`src/rtl/cbp_pkg.sv`:
```
`default_nettype none
package cbp_pkg;

  // register byte offsets
  localparam logic [7:0] OFF_OP     = 8'h00;
  localparam logic [7:0] OFF_CORE   = 8'h04;
  localparam logic [7:0] OFF_ICTL   = 8'h08;
  localparam logic [7:0] OFF_STAT   = 8'h0C;
  localparam logic [7:0] OFF_PC     = 8'h10;
  localparam logic [7:0] OFF_IST    = 8'h14;
  localparam logic [7:0] OFF_ICLR   = 8'h18;
  localparam logic [7:0] OFF_IEN    = 8'h1C;

  // op register fields
  localparam int OP_CODE_LSB = 0;
  localparam int OP_IMM_LSB  = 8;

  // core register fields
  localparam int CORE_ACC_LSB   = 0;
  localparam int CORE_X_LSB     = 4;
  localparam int CORE_Y_LSB     = 8;
  localparam int CORE_Z_LSB     = 12;
  localparam int CORE_CARRY_BIT = 16;
  localparam int CORE_LCH_BIT   = 17;
  localparam int CORE_B_LSB     = 20;
  localparam int CORE_MEM_LSB   = 24;

  // interrupt control register fields
  localparam int ICTL_V1_LSB = 0;
  localparam int ICTL_V2_LSB = 4;
  localparam int ICTL_I1_LSB = 8;
  localparam int EXT_IRQ_ENABLE_BIT  = 0;
  localparam int CONV_IRQ_ENABLE_BIT = 2;
  localparam int EXT_PIN_POLARITY_BIT = 2;

  // status register fields
  localparam int STAT_SKIP_BIT  = 8;
  localparam int STAT_BUSY_BIT  = 9;
  localparam int STAT_EXTF_BIT  = 10;
  localparam int STAT_CONVF_BIT = 11;
  localparam int STAT_PORTC_BIT = 12;
  localparam int STAT_PORTD_LSB = 16;
  localparam int STAT_PIN_BIT   = 24;
  localparam int STAT_CPIN_BIT  = 25;

  // interrupt events
  localparam int EV_SKIP   = 0;
  localparam int EV_REFUSE = 1;
  localparam int EV_BADY   = 2;
  localparam int EV_W      = 3;

  // port d has six bits, highest valid index
  localparam logic [3:0] PORTD_MAX_IDX = 4'h5;

  // reset value and response codes
  localparam logic [31:0] RST_WORD = 32'h0000_0000;
  localparam logic [1:0]  RESP_OKAY   = 2'h0;
  localparam logic [1:0]  RESP_SLVERR = 2'h2;

  // operation codes
  typedef enum logic [4:0] {
    OP_NONE, OP_CARRY_CLEAR, OP_CARRY_SET, OP_PORTC_CLEAR, OP_PORTC_SET,
    OP_PORTC_SKIP_HIGH, OP_PORTD_BIT_CLEAR, OP_PORTD_BIT_SET, OP_RETURN_SUB,
    OP_RETURN_IRQ, OP_RETURN_SKIP, OP_SKIP_ACC_EQ_IMM, OP_SKIP_ACC_EQ_MEM,
    OP_SKIP_EXT_IRQ_FLAG, OP_SKIP_CONV_DONE_FLAG, OP_SKIP_EXT_PIN_LEVEL,
    OP_CALL, OP_IRQ_ENTRY
  } cbp_op_t;

endpackage
`default_nettype wire

```
`src/rtl/cbp_sync.sv`:
```
`timescale 1ns/1ns
`default_nettype none
module cbp_sync import cbp_pkg::*; #(
  parameter int W = 2
) (
  // clock and reset
  input  wire logic         aclk,
  input  wire logic         aresetn,
  input  wire logic         ce,
  // pins in, filtered levels out
  input  wire logic [W-1:0] pin_in,
  output var  logic [W-1:0] level
);

  typedef struct packed {
    logic [W-1:0] s1;
    logic [W-1:0] s2;
    logic [W-1:0] s3;
    logic [W-1:0] lvl;
  } cbp_sync_t;

  cbp_sync_t q_reg;
  cbp_sync_t q_next;

  ////////////////////////////////////////////////////////////////////////////
  always_comb begin
    q_next    = q_reg;
    q_next.s1 = pin_in;
    q_next.s2 = q_reg.s1;
    q_next.s3 = q_reg.s2;
    // only a level that held for two samples counts
    for (int i = 0; i < W; i++) begin
      if (q_reg.s2[i] == q_reg.s3[i]) begin
        q_next.lvl[i] = q_reg.s3[i];
      end
    end
  end

  always_ff @(posedge aclk) begin
    if (!aresetn) begin
      q_reg <= '0;
    end else if (ce) begin
      q_reg <= q_next;
    end
  end

  assign level = q_reg.lvl;

endmodule // cbp_sync
`default_nettype wire

```
`src/rtl/cbp_core.sv`:
```
// Register access over AXI4-Lite and the address map are this design's own decisions.
`timescale 1ns/1ns
`default_nettype none
module cbp_core import cbp_pkg::*; #(
  parameter int DEPTH = 8,
  parameter int PCW   = 12
) (
  // clock, reset, enable
  input  wire logic        aclk,
  input  wire logic        aresetn,
  input  wire logic        ce,
  // axi4-lite write address
  input  wire logic        awvalid,
  output var  logic        awready,
  input  wire logic [7:0]  awaddr,
  input  wire logic [2:0]  awprot,
  // axi4-lite write data
  input  wire logic        wvalid,
  output var  logic        wready,
  input  wire logic [31:0] wdata,
  input  wire logic [3:0]  wstrb,
  // axi4-lite write response
  output var  logic        bvalid,
  input  wire logic        bready,
  output var  logic [1:0]  bresp,
  // axi4-lite read
  input  wire logic        arvalid,
  output var  logic        arready,
  input  wire logic [7:0]  araddr,
  input  wire logic [2:0]  arprot,
  output var  logic        rvalid,
  input  wire logic        rready,
  output var  logic [31:0] rdata,
  output var  logic [1:0]  rresp,
  // pins from outside
  input  wire logic        ext_pin,
  input  wire logic        portc_pin,
  // flag set pulses, same clock
  input  wire logic        ext_irq_event,
  input  wire logic        conv_done_event,
  // outputs
  output var  logic        portc_out,
  output var  logic [5:0]  portd_out,
  output var  logic        irq
);

  localparam int SPW = $clog2(DEPTH);

  typedef struct packed {
    logic                      aw_full;
    logic [7:0]                aw_addr;
    logic                      w_full;
    logic [31:0]               w_data;
    logic [3:0]                w_strb;
    logic                      awready;
    logic                      wready;
    logic                      bvalid;
    logic [1:0]                bresp;
    logic                      arready;
    logic                      rvalid;
    logic [31:0]               rdata;
    logic [1:0]                rresp;
    logic [3:0]                acc;
    logic [3:0]                x;
    logic [3:0]                y;
    logic [1:0]                z;
    logic [3:0]                b;
    logic [3:0]                mem;
    logic                      carry;
    logic                      skip;
    logic                      lchain;
    logic                      portc;
    logic [5:0]                portd;
    logic [PCW-1:0]            pc;
    logic [SPW-1:0]            sp;
    logic [DEPTH-1:0][PCW-1:0] stack;
    logic [3:0]                v1;
    logic [3:0]                v2;
    logic [3:0]                i1;
    logic                      ext_flag;
    logic                      conv_flag;
    logic [3:0]                sx;
    logic [3:0]                sy;
    logic [1:0]                sz;
    logic [3:0]                sb;
    logic                      sc;
    logic                      ss;
    logic                      sl;
    logic                      busy;
    logic [EV_W-1:0]           ist;
    logic [EV_W-1:0]           ien;
    logic                      irq;
  } cbp_state_t;

  cbp_state_t q;
  cbp_state_t n;
  logic [1:0] pins;
  logic       pin_lvl;
  logic       cpin_lvl;
  logic       issue;
  cbp_op_t    op;
  logic [3:0] imm;

  ////////////////////////////////////////////////////////////////////////////
  // pin filters
  cbp_sync #(
    .W (2)
  ) i_cbp_sync (
    .aclk    (aclk),
    .aresetn (aresetn),
    .ce      (ce),
    .pin_in  ({portc_pin, ext_pin}),
    .level   (pins)
  );
  assign pin_lvl  = pins[0];
  assign cpin_lvl = pins[1];

  ////////////////////////////////////////////////////////////////////////////
  function automatic logic [31:0] merge(input logic [31:0] old, input logic [31:0] d,
                                        input logic [3:0] s);
    logic [31:0] r;
    r = old;
    for (int i = 0; i < 4; i++) begin
      if (s[i]) begin
        r[8*i +: 8] = d[8*i +: 8];
      end
    end
    return r;
  endfunction

  function automatic logic mapped(input logic [7:0] a);
    return a == OFF_OP || a == OFF_CORE || a == OFF_ICTL || a == OFF_STAT ||
           a == OFF_PC || a == OFF_IST || a == OFF_ICLR || a == OFF_IEN;
  endfunction

  function automatic logic [31:0] core_word(input cbp_state_t s);
    logic [31:0] r;
    r = RST_WORD;
    r[CORE_ACC_LSB +: 4] = s.acc;
    r[CORE_X_LSB +: 4]   = s.x;
    r[CORE_Y_LSB +: 4]   = s.y;
    r[CORE_Z_LSB +: 2]   = s.z;
    r[CORE_CARRY_BIT]    = s.carry;
    r[CORE_LCH_BIT]      = s.lchain;
    r[CORE_B_LSB +: 4]   = s.b;
    r[CORE_MEM_LSB +: 4] = s.mem;
    return r;
  endfunction

  // an op write fires once address and data are both held, byte 0 is strobed and no op is busy
  assign issue = ce && q.aw_full && q.w_full && !q.bvalid && q.aw_addr == OFF_OP &&
                 !q.busy && q.w_strb[0];
  assign op    = cbp_op_t'(q.w_data[OP_CODE_LSB +: 5]);
  assign imm   = q.w_data[OP_IMM_LSB +: 4];

  ////////////////////////////////////////////////////////////////////////////
  always_comb begin
    logic [31:0]     wv;
    logic [EV_W-1:0] ev;
    logic [EV_W-1:0] clr;
    logic            ext_clr;
    logic            conv_clr;
    wv       = RST_WORD;
    ev       = '0;
    clr      = '0;
    ext_clr  = 1'b0;
    conv_clr = 1'b0;
    n        = q;
    n.busy   = 1'b0;

    // read channel
    if (arvalid && q.arready) begin
      n.rvalid = 1'b1;
      n.rresp  = mapped(araddr) ? RESP_OKAY : RESP_SLVERR;
      case (araddr)
        OFF_CORE: n.rdata = core_word(q);
        OFF_ICTL: n.rdata = {20'h0_0000, q.i1, q.v2, q.v1};
        OFF_STAT: begin
          n.rdata = RST_WORD;
          n.rdata[SPW-1:0]                = q.sp;
          n.rdata[STAT_SKIP_BIT]          = q.skip;
          n.rdata[STAT_BUSY_BIT]          = q.busy;
          n.rdata[STAT_EXTF_BIT]          = q.ext_flag;
          n.rdata[STAT_CONVF_BIT]         = q.conv_flag;
          n.rdata[STAT_PORTC_BIT]         = q.portc;
          n.rdata[STAT_PORTD_LSB +: 6]    = q.portd;
          n.rdata[STAT_PIN_BIT]           = pin_lvl;
          n.rdata[STAT_CPIN_BIT]          = cpin_lvl;
        end
        OFF_PC:  n.rdata = {{(32-PCW){1'b0}}, q.pc};
        OFF_IST: n.rdata = {{(32-EV_W){1'b0}}, q.ist};
        OFF_IEN: n.rdata = {{(32-EV_W){1'b0}}, q.ien};
        default: n.rdata = RST_WORD;
      endcase
    end else if (q.rvalid && rready) begin
      n.rvalid = 1'b0;
    end

    // write channels, taken in either order
    if (awvalid && q.awready) begin
      n.aw_full = 1'b1;
      n.aw_addr = awaddr;
    end
    if (wvalid && q.wready) begin
      n.w_full = 1'b1;
      n.w_data = wdata;
      n.w_strb = wstrb;
    end
    if (q.bvalid && bready) begin
      n.bvalid = 1'b0;
    end
    if (q.aw_full && q.w_full && !q.bvalid) begin
      n.aw_full = 1'b0;
      n.w_full  = 1'b0;
      n.bvalid  = 1'b1;
      n.bresp   = mapped(q.aw_addr) ? RESP_OKAY : RESP_SLVERR;
      case (q.aw_addr)
        OFF_OP: begin
          // a second op while one is still running is dropped
          if (q.busy) begin
            ev[EV_REFUSE] = 1'b1;
          end
        end
        OFF_CORE: begin
          wv       = merge(core_word(q), q.w_data, q.w_strb);
          n.acc    = wv[CORE_ACC_LSB +: 4];
          n.x      = wv[CORE_X_LSB +: 4];
          n.y      = wv[CORE_Y_LSB +: 4];
          n.z      = wv[CORE_Z_LSB +: 2];
          n.carry  = wv[CORE_CARRY_BIT];
          n.lchain = wv[CORE_LCH_BIT];
          n.b      = wv[CORE_B_LSB +: 4];
          n.mem    = wv[CORE_MEM_LSB +: 4];
        end
        OFF_ICTL: begin
          wv   = merge({20'h0_0000, q.i1, q.v2, q.v1}, q.w_data, q.w_strb);
          n.v1 = wv[ICTL_V1_LSB +: 4];
          n.v2 = wv[ICTL_V2_LSB +: 4];
          n.i1 = wv[ICTL_I1_LSB +: 4];
        end
        OFF_PC: begin
          wv   = merge({{(32-PCW){1'b0}}, q.pc}, q.w_data, q.w_strb);
          n.pc = wv[PCW-1:0];
        end
        OFF_ICLR: clr = q.w_strb[0] ? q.w_data[EV_W-1:0] : '0;
        OFF_IEN: begin
          if (q.w_strb[0]) begin
            n.ien = q.w_data[EV_W-1:0];
          end
        end
        default: ;
      endcase
    end

    // execution
    if (issue && q.skip) begin
      // the op under a pending skip is passed over whole
      n.skip = 1'b0;
      n.pc   = q.pc + ((op == OP_SKIP_ACC_EQ_IMM) ? PCW'(2) : PCW'(1));
    end else if (issue) begin
      n.pc   = q.pc + PCW'(1);
      n.skip = 1'b0;
      case (op)
        OP_CARRY_CLEAR: n.carry = 1'b0;
        OP_CARRY_SET:   n.carry = 1'b1;
        OP_PORTC_CLEAR:     n.portc = 1'b0;
        OP_PORTC_SET:       n.portc = 1'b1;
        OP_PORTC_SKIP_HIGH: n.skip  = cpin_lvl;
        OP_PORTD_BIT_CLEAR, OP_PORTD_BIT_SET: begin
          if (q.y <= PORTD_MAX_IDX) begin
            n.portd[q.y[2:0]] = (op == OP_PORTD_BIT_SET);
          end else begin
            ev[EV_BADY] = 1'b1;
          end
        end
        OP_RETURN_SUB: begin
          n.pc   = q.stack[q.sp];
          n.sp   = q.sp - SPW'(1);
          n.busy = 1'b1;
        end
        OP_RETURN_IRQ: begin
          n.pc     = q.stack[q.sp];
          n.sp     = q.sp - SPW'(1);
          n.x      = q.sx;
          n.y      = q.sy;
          n.z      = q.sz;
          n.b      = q.sb;
          n.carry  = q.sc;
          n.skip   = q.ss;
          n.lchain = q.sl;
          n.busy   = 1'b1;
        end
        OP_RETURN_SKIP: begin
          n.pc   = q.stack[q.sp];
          n.sp   = q.sp - SPW'(1);
          n.skip = 1'b1;
          n.busy = 1'b1;
        end
        OP_SKIP_ACC_EQ_IMM: begin
          n.pc   = q.pc + PCW'(2);
          n.skip = (q.acc == imm);
          n.busy = 1'b1;
        end
        OP_SKIP_ACC_EQ_MEM: n.skip = (q.acc == q.mem);
        OP_SKIP_EXT_IRQ_FLAG: begin
          if (!q.v1[EXT_IRQ_ENABLE_BIT]) begin
            n.skip  = q.ext_flag;
            ext_clr = q.ext_flag;
          end
        end
        OP_SKIP_CONV_DONE_FLAG: begin
          if (!q.v2[CONV_IRQ_ENABLE_BIT]) begin
            n.skip   = q.conv_flag;
            conv_clr = q.conv_flag;
          end
        end
        OP_SKIP_EXT_PIN_LEVEL: n.skip = (pin_lvl == q.i1[EXT_PIN_POLARITY_BIT]);
        OP_CALL: begin
          n.sp           = q.sp + SPW'(1);
          n.stack[n.sp]  = q.pc + PCW'(1);
        end
        OP_IRQ_ENTRY: begin
          // pc is not advanced: the interrupted op resumes on return
          n.sp          = q.sp + SPW'(1);
          n.stack[n.sp] = q.pc;
          n.pc          = q.pc;
          n.sx          = q.x;
          n.sy          = q.y;
          n.sz          = q.z;
          n.sb          = q.b;
          n.sc          = q.carry;
          n.ss          = q.skip;
          n.sl          = q.lchain;
        end
        default: ;
      endcase
      ev[EV_SKIP] = n.skip;
    end

    // a set arriving with its clear wins
    n.ext_flag  = (q.ext_flag & ~ext_clr) | ext_irq_event;
    n.conv_flag = (q.conv_flag & ~conv_clr) | conv_done_event;
    n.ist       = (q.ist & ~clr) | ev;
    n.irq       = |(n.ist & n.ien);

    n.awready = !n.aw_full && !n.bvalid;
    n.wready  = !n.w_full && !n.bvalid;
    n.arready = !n.rvalid;
  end

  always_ff @(posedge aclk) begin
    if (!aresetn) begin
      q    <= '0;
      q.sp <= '1;
    end else if (ce) begin
      q <= n;
    end
  end

  assign awready   = q.awready;
  assign wready    = q.wready;
  assign bvalid    = q.bvalid;
  assign bresp     = q.bresp;
  assign arready   = q.arready;
  assign rvalid    = q.rvalid;
  assign rdata     = q.rdata;
  assign rresp     = q.rresp;
  assign portc_out = q.portc;
  assign portd_out = q.portd;
  assign irq       = q.irq;

  ////////////////////////////////////////////////////////////////////////////
  // carry clear check
  AST_CARRY_CLR: assert property (@(posedge aclk) disable iff (!aresetn)
    issue && !q.skip && op == OP_CARRY_CLEAR |=> !q.carry && $stable(q.acc) && $stable(q.b))
    else $error("carry not cleared");

  AST_CARRY_SET: assert property (@(posedge aclk) disable iff (!aresetn)
    issue && !q.skip && op == OP_CARRY_SET |=> q.carry && !q.skip)
    else $error("carry not set");

  AST_PORTD_BIT: assert property (@(posedge aclk) disable iff (!aresetn)
    issue && !q.skip && (op == OP_PORTD_BIT_SET || op == OP_PORTD_BIT_CLEAR) &&
    q.y <= PORTD_MAX_IDX |=> portd_out[$past(q.y[2:0])] == ($past(op) == OP_PORTD_BIT_SET))
    else $error("port d bit wrong");

  AST_PORTD_NOP: assert property (@(posedge aclk) disable iff (!aresetn)
    issue && !q.skip && (op == OP_PORTD_BIT_SET || op == OP_PORTD_BIT_CLEAR) &&
    q.y > PORTD_MAX_IDX |=> $stable(portd_out) ##1 q.ist[EV_BADY])
    else $error("port d changed for bad index");

  AST_RET_IRQ: assert property (@(posedge aclk) disable iff (!aresetn)
    issue && !q.skip && op == OP_RETURN_IRQ |=> q.x == $past(q.sx) && q.y == $past(q.sy) &&
    q.carry == $past(q.sc) && q.b == $past(q.sb) && q.skip == $past(q.ss) && q.busy)
    else $error("context not restored");

  AST_RET_SKIP: assert property (@(posedge aclk) disable iff (!aresetn)
    issue && !q.skip && op == OP_RETURN_SKIP |=> q.skip && q.sp == $past(q.sp) - SPW'(1) &&
    q.pc == $past(q.stack[q.sp]))
    else $error("return and skip wrong");

  AST_SKIP_IMM: assert property (@(posedge aclk) disable iff (!aresetn)
    issue && !q.skip && op == OP_SKIP_ACC_EQ_IMM |=> q.busy &&
    q.skip == ($past(q.acc) == $past(imm)) && q.pc == $past(q.pc) + PCW'(2))
    else $error("immediate compare wrong");

  AST_EXT_FLAG: assert property (@(posedge aclk) disable iff (!aresetn)
    issue && !q.skip && op == OP_SKIP_EXT_IRQ_FLAG && !q.v1[EXT_IRQ_ENABLE_BIT] &&
    q.ext_flag && !ext_irq_event |=> q.skip && !q.ext_flag)
    else $error("ext flag test wrong");

  AST_CONV_FLAG: assert property (@(posedge aclk) disable iff (!aresetn)
    issue && !q.skip && op == OP_SKIP_CONV_DONE_FLAG &&
    q.v2[CONV_IRQ_ENABLE_BIT] |=> !q.skip && q.conv_flag == $past(q.conv_flag | conv_done_event))
    else $error("conversion test not a no-op");

  AST_PIN_LVL: assert property (@(posedge aclk) disable iff (!aresetn)
    issue && !q.skip && op == OP_SKIP_EXT_PIN_LEVEL |=>
    q.skip == ($past(pin_lvl) == $past(q.i1[EXT_PIN_POLARITY_BIT])))
    else $error("pin level test wrong");

endmodule // cbp_core
`default_nettype wire

```
`config.mk`:
```
export PLATFORM = sky130hd
export DESIGN_NAME = cbp_core
export DESIGN_NICKNAME = d
export VERILOG_FILES = /design/src/rtl/cbp_pkg.sv /design/src/rtl/cbp_sync.sv /design/src/rtl/cbp_core.sv
export SDC_FILE = /design/constraint.sdc
export NUM_CORES = 1
export LEC_CHECK = 0
export BUFFER_PORTS_ARGS = -buffer_cell sky130_fd_sc_hd__buf_2
export CORE_MARGIN = 2
export CORE_UTILIZATION = 60
export DETAILED_ROUTE_END_ITERATION = 16
export GPL_TIMING_DRIVEN = 0
export PLACE_DENSITY = 0.78
export SKIP_CTS_REPAIR_TIMING = 1
export SYNTH_ARGS = -nofsm -noshare
export SYNTH_HDL_FRONTEND = slang
export SYNTH_SLANG_ARGS = --single-unit
```
`constraint.sdc`:
```
create_clock -name aclk -period 3.54 [get_ports aclk]
set_input_delay 0.177 -clock aclk [delete_from_list [all_inputs] [get_ports aclk]]
set_output_delay 0.177 -clock aclk [all_outputs]
set_load 0.005 [all_outputs]
```
==> results of run 1 <==
-- power by group through the flow --
stage | Clock, W | Sequential, W | Combinational (W)
2_1_floorplan | 0 | 0.00304 | 0.000145
3_3_place_gp | 0 | 0.00305 | 0.000255
3_5_place_dp | 0 | 0.00305 | 0.000258
4_1_cts | 0.00311 | 0.00298 | 0.000259
5_1_grt | 0.00323 | 0.00298 | 0.000324
6_report | 0.00312 | 0.00298 | 0.000309
-- cell type report --
type | count | area (sq um)
clock buffer | 37 | 774
clock inverter | 12 | 199
timing repair buffer | 136 | 891
sequential | 261 | 5230
buffer | 170 | 818
fill | 1682 | 5940
multi-input combinational | 1103 | 6710
inverter | 13 | 48.8
tap | 275 | 344
-- metrics by stage --
stage | cell area (sq um) | worst slack [ns] | TNS [ns] | hold slack [ns]
finish | 15000 | 0.220 | 0 | -0.0144
global route | 15000 | 0.0158 | 0 | 0.0236
CTS | 14600 | -0.598 | -9.30 | -0.151
detailed placement | 13600 | -0.566 | -8.18 | 0.423
global placement | 13600 | -0.554 | -5.96 | 0.416
floorplan | 12800 | 0.544 | 0 | 0.313
-- cell families after synthesis --
| group | count (synthesis) | synth area share |
|---|---|---|
| AND/OR/NAND/NOR | 572 | 0.209 |
| AO/OA/AOI/OAI | 407 | 0.199 |
| flip-flops | 261 | 0.410 |
| buffers and inverters | 183 | 0.0675 |
| multiplexers | 72 | 0.0804 |
| XOR/XNOR | 36 | 0.0247 |
| adder cells (fa/ha/maj) | 8 | 0.00844 |
| other | 1 | 0.000294 |
-- per-layer routing --
layer | part of all wire | up-vias | track usage
li1 | - | 5774 | -
met1 | 0.40 | 5965 | 0.555
met2 | 0.43 | 943 | 0.569
met3 | 0.14 | 134 | 0.103
met4 | 0.034 | 0 | 0.119
met5 | 0 | - | 0
-- critical path, delay by kind of cell, from the launching register on --
| family | cells | cell delay (ns) |
|---|---|---|
| AOI/OAI and AO/OA | 5 | 1.03 |
| adders and majority gates | 1 | 0.28 |
| DFF | 1 | 0.32 |
| and+or+nand+nor | 3 | 0.89 |
| buffers and inverters | 2 | 0.70 |
-- placed cells by master, fill, tap and decap left out, types with 13 or more instances in the layout --
master / instances
a21oi_1: 160
o21ai_0: 52
clkbuf_1: 112
a22oi_1: 24
dfxtp_1: 261
or2_2: 19
a211oi_1: 63
nor3_1: 27
buf_4: 44
mux2i_1: 45
nand3_1: 34
dlygate4sd3_1: 41
xor2_1: 23
buf_2: 100
o22ai_1: 19
nor2_1: 186
clkbuf_16: 28
xnor2_1: 13
mux4_2: 24
nand2_1: 196
-- worst max-delay path by stage --
stage / to / cells past startpoint / startpoint
2_1_floorplan: q[143] / 11 / op[3]
3_3_place_gp: q[143] / 11 / op[3]
3_5_place_dp: q[143] / 11 / op[3]
4_1_cts: q[143] / 11 / op[3]
5_1_grt: q[143] / 11 / op[3]
6_report: q[143] / 11 / op[3]
==> results.md, run 1 <==
- Hold path start: wvalid
- Clock buffer depth: 3
- Post-synth EDFFs: 0
- Fin crit period: ~3.3 ns
- Initial antenna violation count: 0
- Detailed Route WL: ~44000 um
- Non-filler cells, final: roughly 2000
- Routed vias: roughly 13000
- Share of cells above drive strength 1: 0.147
- Cts bufs inserted: 28
- Hold depth: 4
- Arr. time, crit path: 3.79 ns
- Final Skew: 0.0173 ns
- Switching share of power: 0.226
- Clk slew on worst S/H paths: 0.06 ns
- Critical Path RT: 4.01 ns
- IO Port Bufs: 93
- Starting DRT DRC Count: ~1900
- Final Hold Viols: 2
- Leak: ~5.5 nW
- Top cells by instance count after synthesis: dfxtp_1, nand2_1, nor2_1, a21oi_1, clkbuf_1
- Worst-Skew Late Latency: about 0.56 ns
- Max-cap check violation count: 0
- FMAX: roughly 300 MHz
- Part of the cycle the worst path needs: 0.938
- Slew HR: 0.289
- Clk pwr share: 0.487
- Register area share after synthesis: 0.410
- Vias in the first global route: between 10000 and 15000
- Top cells by area, synth: dfxtp_1, a21oi_1, nand2_1, nor2_1, mux4_2
- Core Util, Final: 0.716
- Clock sink count: 261
- Initial core utilization: 0.608
- Number of synthesized register bits: between 200 and 300
- Ys flop type: dfxtp_1
- Pre-antenna DRT Iters: 6
- Gpl congestion: around 1
- Avg Synthesized Cell Area: approximately 8.3 sq um
- HPWL after DPL: between 30000 and 40000 um
- Die width: approximately 150 um
- End of the worst register-to-register path: q[143]
- Synthesized area: 12700 sq um
- Antenna cells: 0
- Die Ht: 150 um
- Reg power frac: 0.465
- Status: complete, but fails checks
- DRT antenna net count: 0
- Die area: 22400 sq um
- Worst-path fanout max: 10
- Final Power: 0.00642 W
- Area growth, synth to finish: 17.8%
- R2R setup slack: ~0.22 ns
- PwrDens: between 400 and 500 nW/um^2
- Tot GR Track Use: 0.386
- Worst-case hold path end point: wready
- Core area: around 21000 sq um
- Wire length per cell: approximately 22 um
- Std-Cell Rows: between 50 and 60
- CP endpoint kind: register
- CP Launch Type: register
- Root buffer cell: clkbuf_16
- Slew @ Worst Pin: around 1.1 ns
- Final setup vio count: 0
- Largest stage delay, worst path: roughly 0.43 ns
- Final slew viol count: 0
- Int Pwr: between 0.004 and 0.005 W
- Slowest-stage cell, CP: clkbuf_1
- First-pass GRT wire length: between 60000 and 70000 um
- Max IR drop VDD: 0.435 mV
- Largest net degree at the start of global routing: 15
- Yosys top cell area share: 0.410
- Hold WC Path Type: in -> reg
- Gate power share: 0.048
- Area leader, netlist: dfxtp_1
- Io pins: about 120
- Vias per cell: 6.39
- DP Cell Count: roughly 1900
- DRC viols: 0
- CTS tree: built
- Most frequent cell on the critical path: a31oi_1
- Worst R2R Path Depth: 11
- CP cell instances: clkbuf_1, nor3b_4, nand3_1, inv_1, ha_1, nor2b_2, o2111ai_1, a221oi_1, a31oi_1, a311o_1, a31oi_1
- Ys async rst share: 0
- CP Class: reg -> reg
- Hold WS: -0.0144 ns
- Sw Pwr: between 0.001 and 0.0015 W
- Total grt overflow: 0
- RSZ-0062 raised after global routing: no
- YS warnings: 0
- Failing checks: hold timing
- Final nets: 1791
- Synth cell types: 71
- Post-Synthesis Cells: 1540
- Worst reg2reg startpoint: op[3]
- H-tree levels: 1
- Count leader, synth: dfxtp_1
Note: power is estimated with default switching activity, not from simulation.
==> run 2: changes to the inputs <==
- HOLD_SLACK_MARGIN: not set -> 0.06
- PLACE_DENSITY: 0.78 -> 0.79
- SYNTH_HIERARCHICAL: not set -> 1
==> results.md, run 2 <==
- Die area: 22000 sq um (-2.1%)
- Largest stage delay, worst path: 0.52 ns (+0.09 ns)
- Max-cap check violation count: 0 (unchanged)
- Max IR drop VDD: 0.375 mV (-14%)
- Yosys top cell area share: 0.419 (+0.00888)
- Post-Synthesis Cells: 1469 (-4.6%)
- Number of synthesized register bits: 261 (unchanged)
- CP endpoint kind: register
- Largest net degree at the start of global routing: 15 (unchanged)
- RSZ-0062 raised after global routing: yes
- Std-Cell Rows: 52 (-1.9%)
- DRT antenna net count: 0 (unchanged)
- Synthesized area: 12500 sq um (-2.1%)
- Die Ht: 148 um (-1.0%)
- Final setup vio count: 0 (unchanged)
- HPWL after DPL: 30900 um (-1.7%)
- Part of the cycle the worst path needs: 0.954 (+0.0158)
- R2R setup slack: 0.16 ns (-0.06 ns)
- Routed vias: 12500 (-2.7%)
- Antenna cells: 0 (unchanged)
- Core area: 20300 sq um (-3.1%)
- Ys async rst share: 0 (unchanged)
- Pre-antenna DRT Iters: 6 (unchanged)
- Critical Path RT: 4.01 ns (about the same)
- Synth cell types: 73 (+2.8%)
- CP Class: reg -> reg
- IO Port Bufs: 94 (+1.1%)
- Worst reg2reg startpoint: op[0]
- Clock buffer depth: 3 (unchanged)
- Worst Setup SP: op[0]
- CP cell instances: buf_1, nand3_1, inv_1, ha_1, nor2b_1, o2111ai_1, xor2_1, a221oi_1, o31ai_1, a31oi_1
- Top cells by instance count after synthesis: dfxtp_1, nor2_1, nand2_1, a21oi_1, clkbuf_1
- Commonest non-fill, non-tap cells in the layout: dfxtp_1, nor2_1, nand2_1
- Commonest non-fill, non-tap cell in the layout: dfxtp_1
- Ys flop type: dfxtp_1
- Total grt overflow: 0 (unchanged)
- Arr. time, crit path: 3.85 ns (+0.06 ns)
- Tot GR Track Use: 0.389 (+0.00284)
- Hold WC Path Type: in -> reg
- Initial antenna violation count: 1 (+1)
- PwrDens: 429 nW/um^2 (+0.25%)
- Detailed Route WL: 43800 um (-1.6%)
- Gpl congestion: 1.00 (+0.45%)
- Clk slew on worst S/H paths: 0.06 ns (about the same)
- Io pins: 119 (unchanged)
- Final slew viol count: 0 (unchanged)
- Final Skew: 0.0141 ns (-0.00316 ns)
- Initial core utilization: 0.615 (+0.00633)
- Slowest-stage cell, CP: buf_1
- Root buffer cell: clkbuf_16
- Final nets: 1723 (-3.8%)
- Setup tns final: 0 ns (unchanged)
- Status: finished clean
- Count leader, synth: dfxtp_1
- Share of cells above drive strength 1: 0.153 (+0.00650)
- Final Hold Viols: 0 (-2)
- H-tree levels: 1 (unchanged)
- Cts bufs inserted: 27 (-3.6%)
- FMAX: 296 MHz (-1.7%)
- Vias per cell: 6.44 (+0.87%)
- Area leader, netlist: dfxtp_1
- DRC viols: 0 (unchanged)
- Worst-path fanout max: 10 (unchanged)
- Fin crit period: 3.38 ns (+0.0559 ns)
- Post-synth EDFFs: 0 (unchanged)
- Wire length per cell: 22.6 um (+2.1%)
- CTS tree: built
- Avg Synthesized Cell Area: 8.49 sq um (+2.6%)
- Vias in the first global route: 11600 (+1.1%)
- Register area share after synthesis: 0.419 (+0.00888)
- Clock sink count: 261 (unchanged)
- Hold path start: arvalid
- Final Power: 0.00633 W (-1.4%)
- First-pass GRT wire length: 66200 um (+0.15%)
- YS warnings: 6 (+6)
- Leak: 5.44 nW (-1.7%)
- Die width: 148 um (-1.0%)
- Slew HR: 0.225 (-0.0636)
- Area growth, synth to finish: 18.3%
- Starting DRT DRC Count: 1501 (-21%)
- Worst-Skew Late Latency: 0.55 ns (about the same)
- Slew @ Worst Pin: 1.15 ns (+0.0845 ns)
- Top cells by area, synth: dfxtp_1, nor2_1, a21oi_1, a211oi_1, nand2_1
- CP Launch Type: register
-- run 2: worst paths after layout --
path | to | cells past startpoint
hold reg to reg | rdata[23] | 2
hold / removal | arready | 4
setup reg to reg | q[143] | 10
setup / recovery | q[143] | 10
-- run 2: through the flow --
step	setup slack (ns)	cells	utilization	area [sq um]	hold WS (ns)
2_1_floorplan	0.547	1476	-	12500	0.313
3_3_place_gp	-0.641	1840	0.656	13300	0.415
3_5_place_dp	-0.682	1841	0.657	13300	0.423
4_1_cts	-0.742	1890	0.703	14300	-0.145
5_1_grt	-0.000845	1935	0.727	14800	0.0644
6_report	0.165	1935	0.727	14800	0.0309
-- run 2: layout make-up --
class,instances,area [sq um]
multi-input combinational,1038,6460
fill,1561,5530
sequential,261,5230
timing repair buffer,140,926
buffer,156,796
clock buffer,36,759
tap,270,338
clock inverter,13,180
inverter,21,78.8
-- run 2: where the power goes --
group	leakage (nW)	total, W	internal, W	switching (W)
Sequential	2.11	0.00298	0.00296	0.0000267
Combinational	2.88	0.000302	0.000114	0.000188
Clock	0.455	0.00304	0.00180	0.00124
Total	5.44	0.00633	0.00487	0.00145
-- run 2: cell families after synthesis --
logic type      count (synthesis)  synth area share
compound gates                414             0.211
xor+xnor                       31            0.0218
fa+ha+maj                       8           0.00862
buf+inv                       177            0.0693
flops                         261             0.419
mux                            74            0.0837
other cells                     1          0.000301
simple gates                  503             0.186
-- run 2: worst max-delay path: cells and delay by family, from the launching register on --
family | cells | cell delay [ns]
buffers and inverters | 2 | 0.86
AND/OR/NAND/NOR | 2 | 0.76
AO/OA/AOI/OAI | 4 | 0.76
flip-flops | 1 | 0.43
adder cells (fa/ha/maj) | 1 | 0.29
XOR/XNOR | 1 | 0.20
-- run 2: layer usage --
metal	global-route usage	wire length (um)
met5	0	0
met4	0.180	2270
met3	0.0816	5140
met2	0.595	19100
met1	0.531	17200
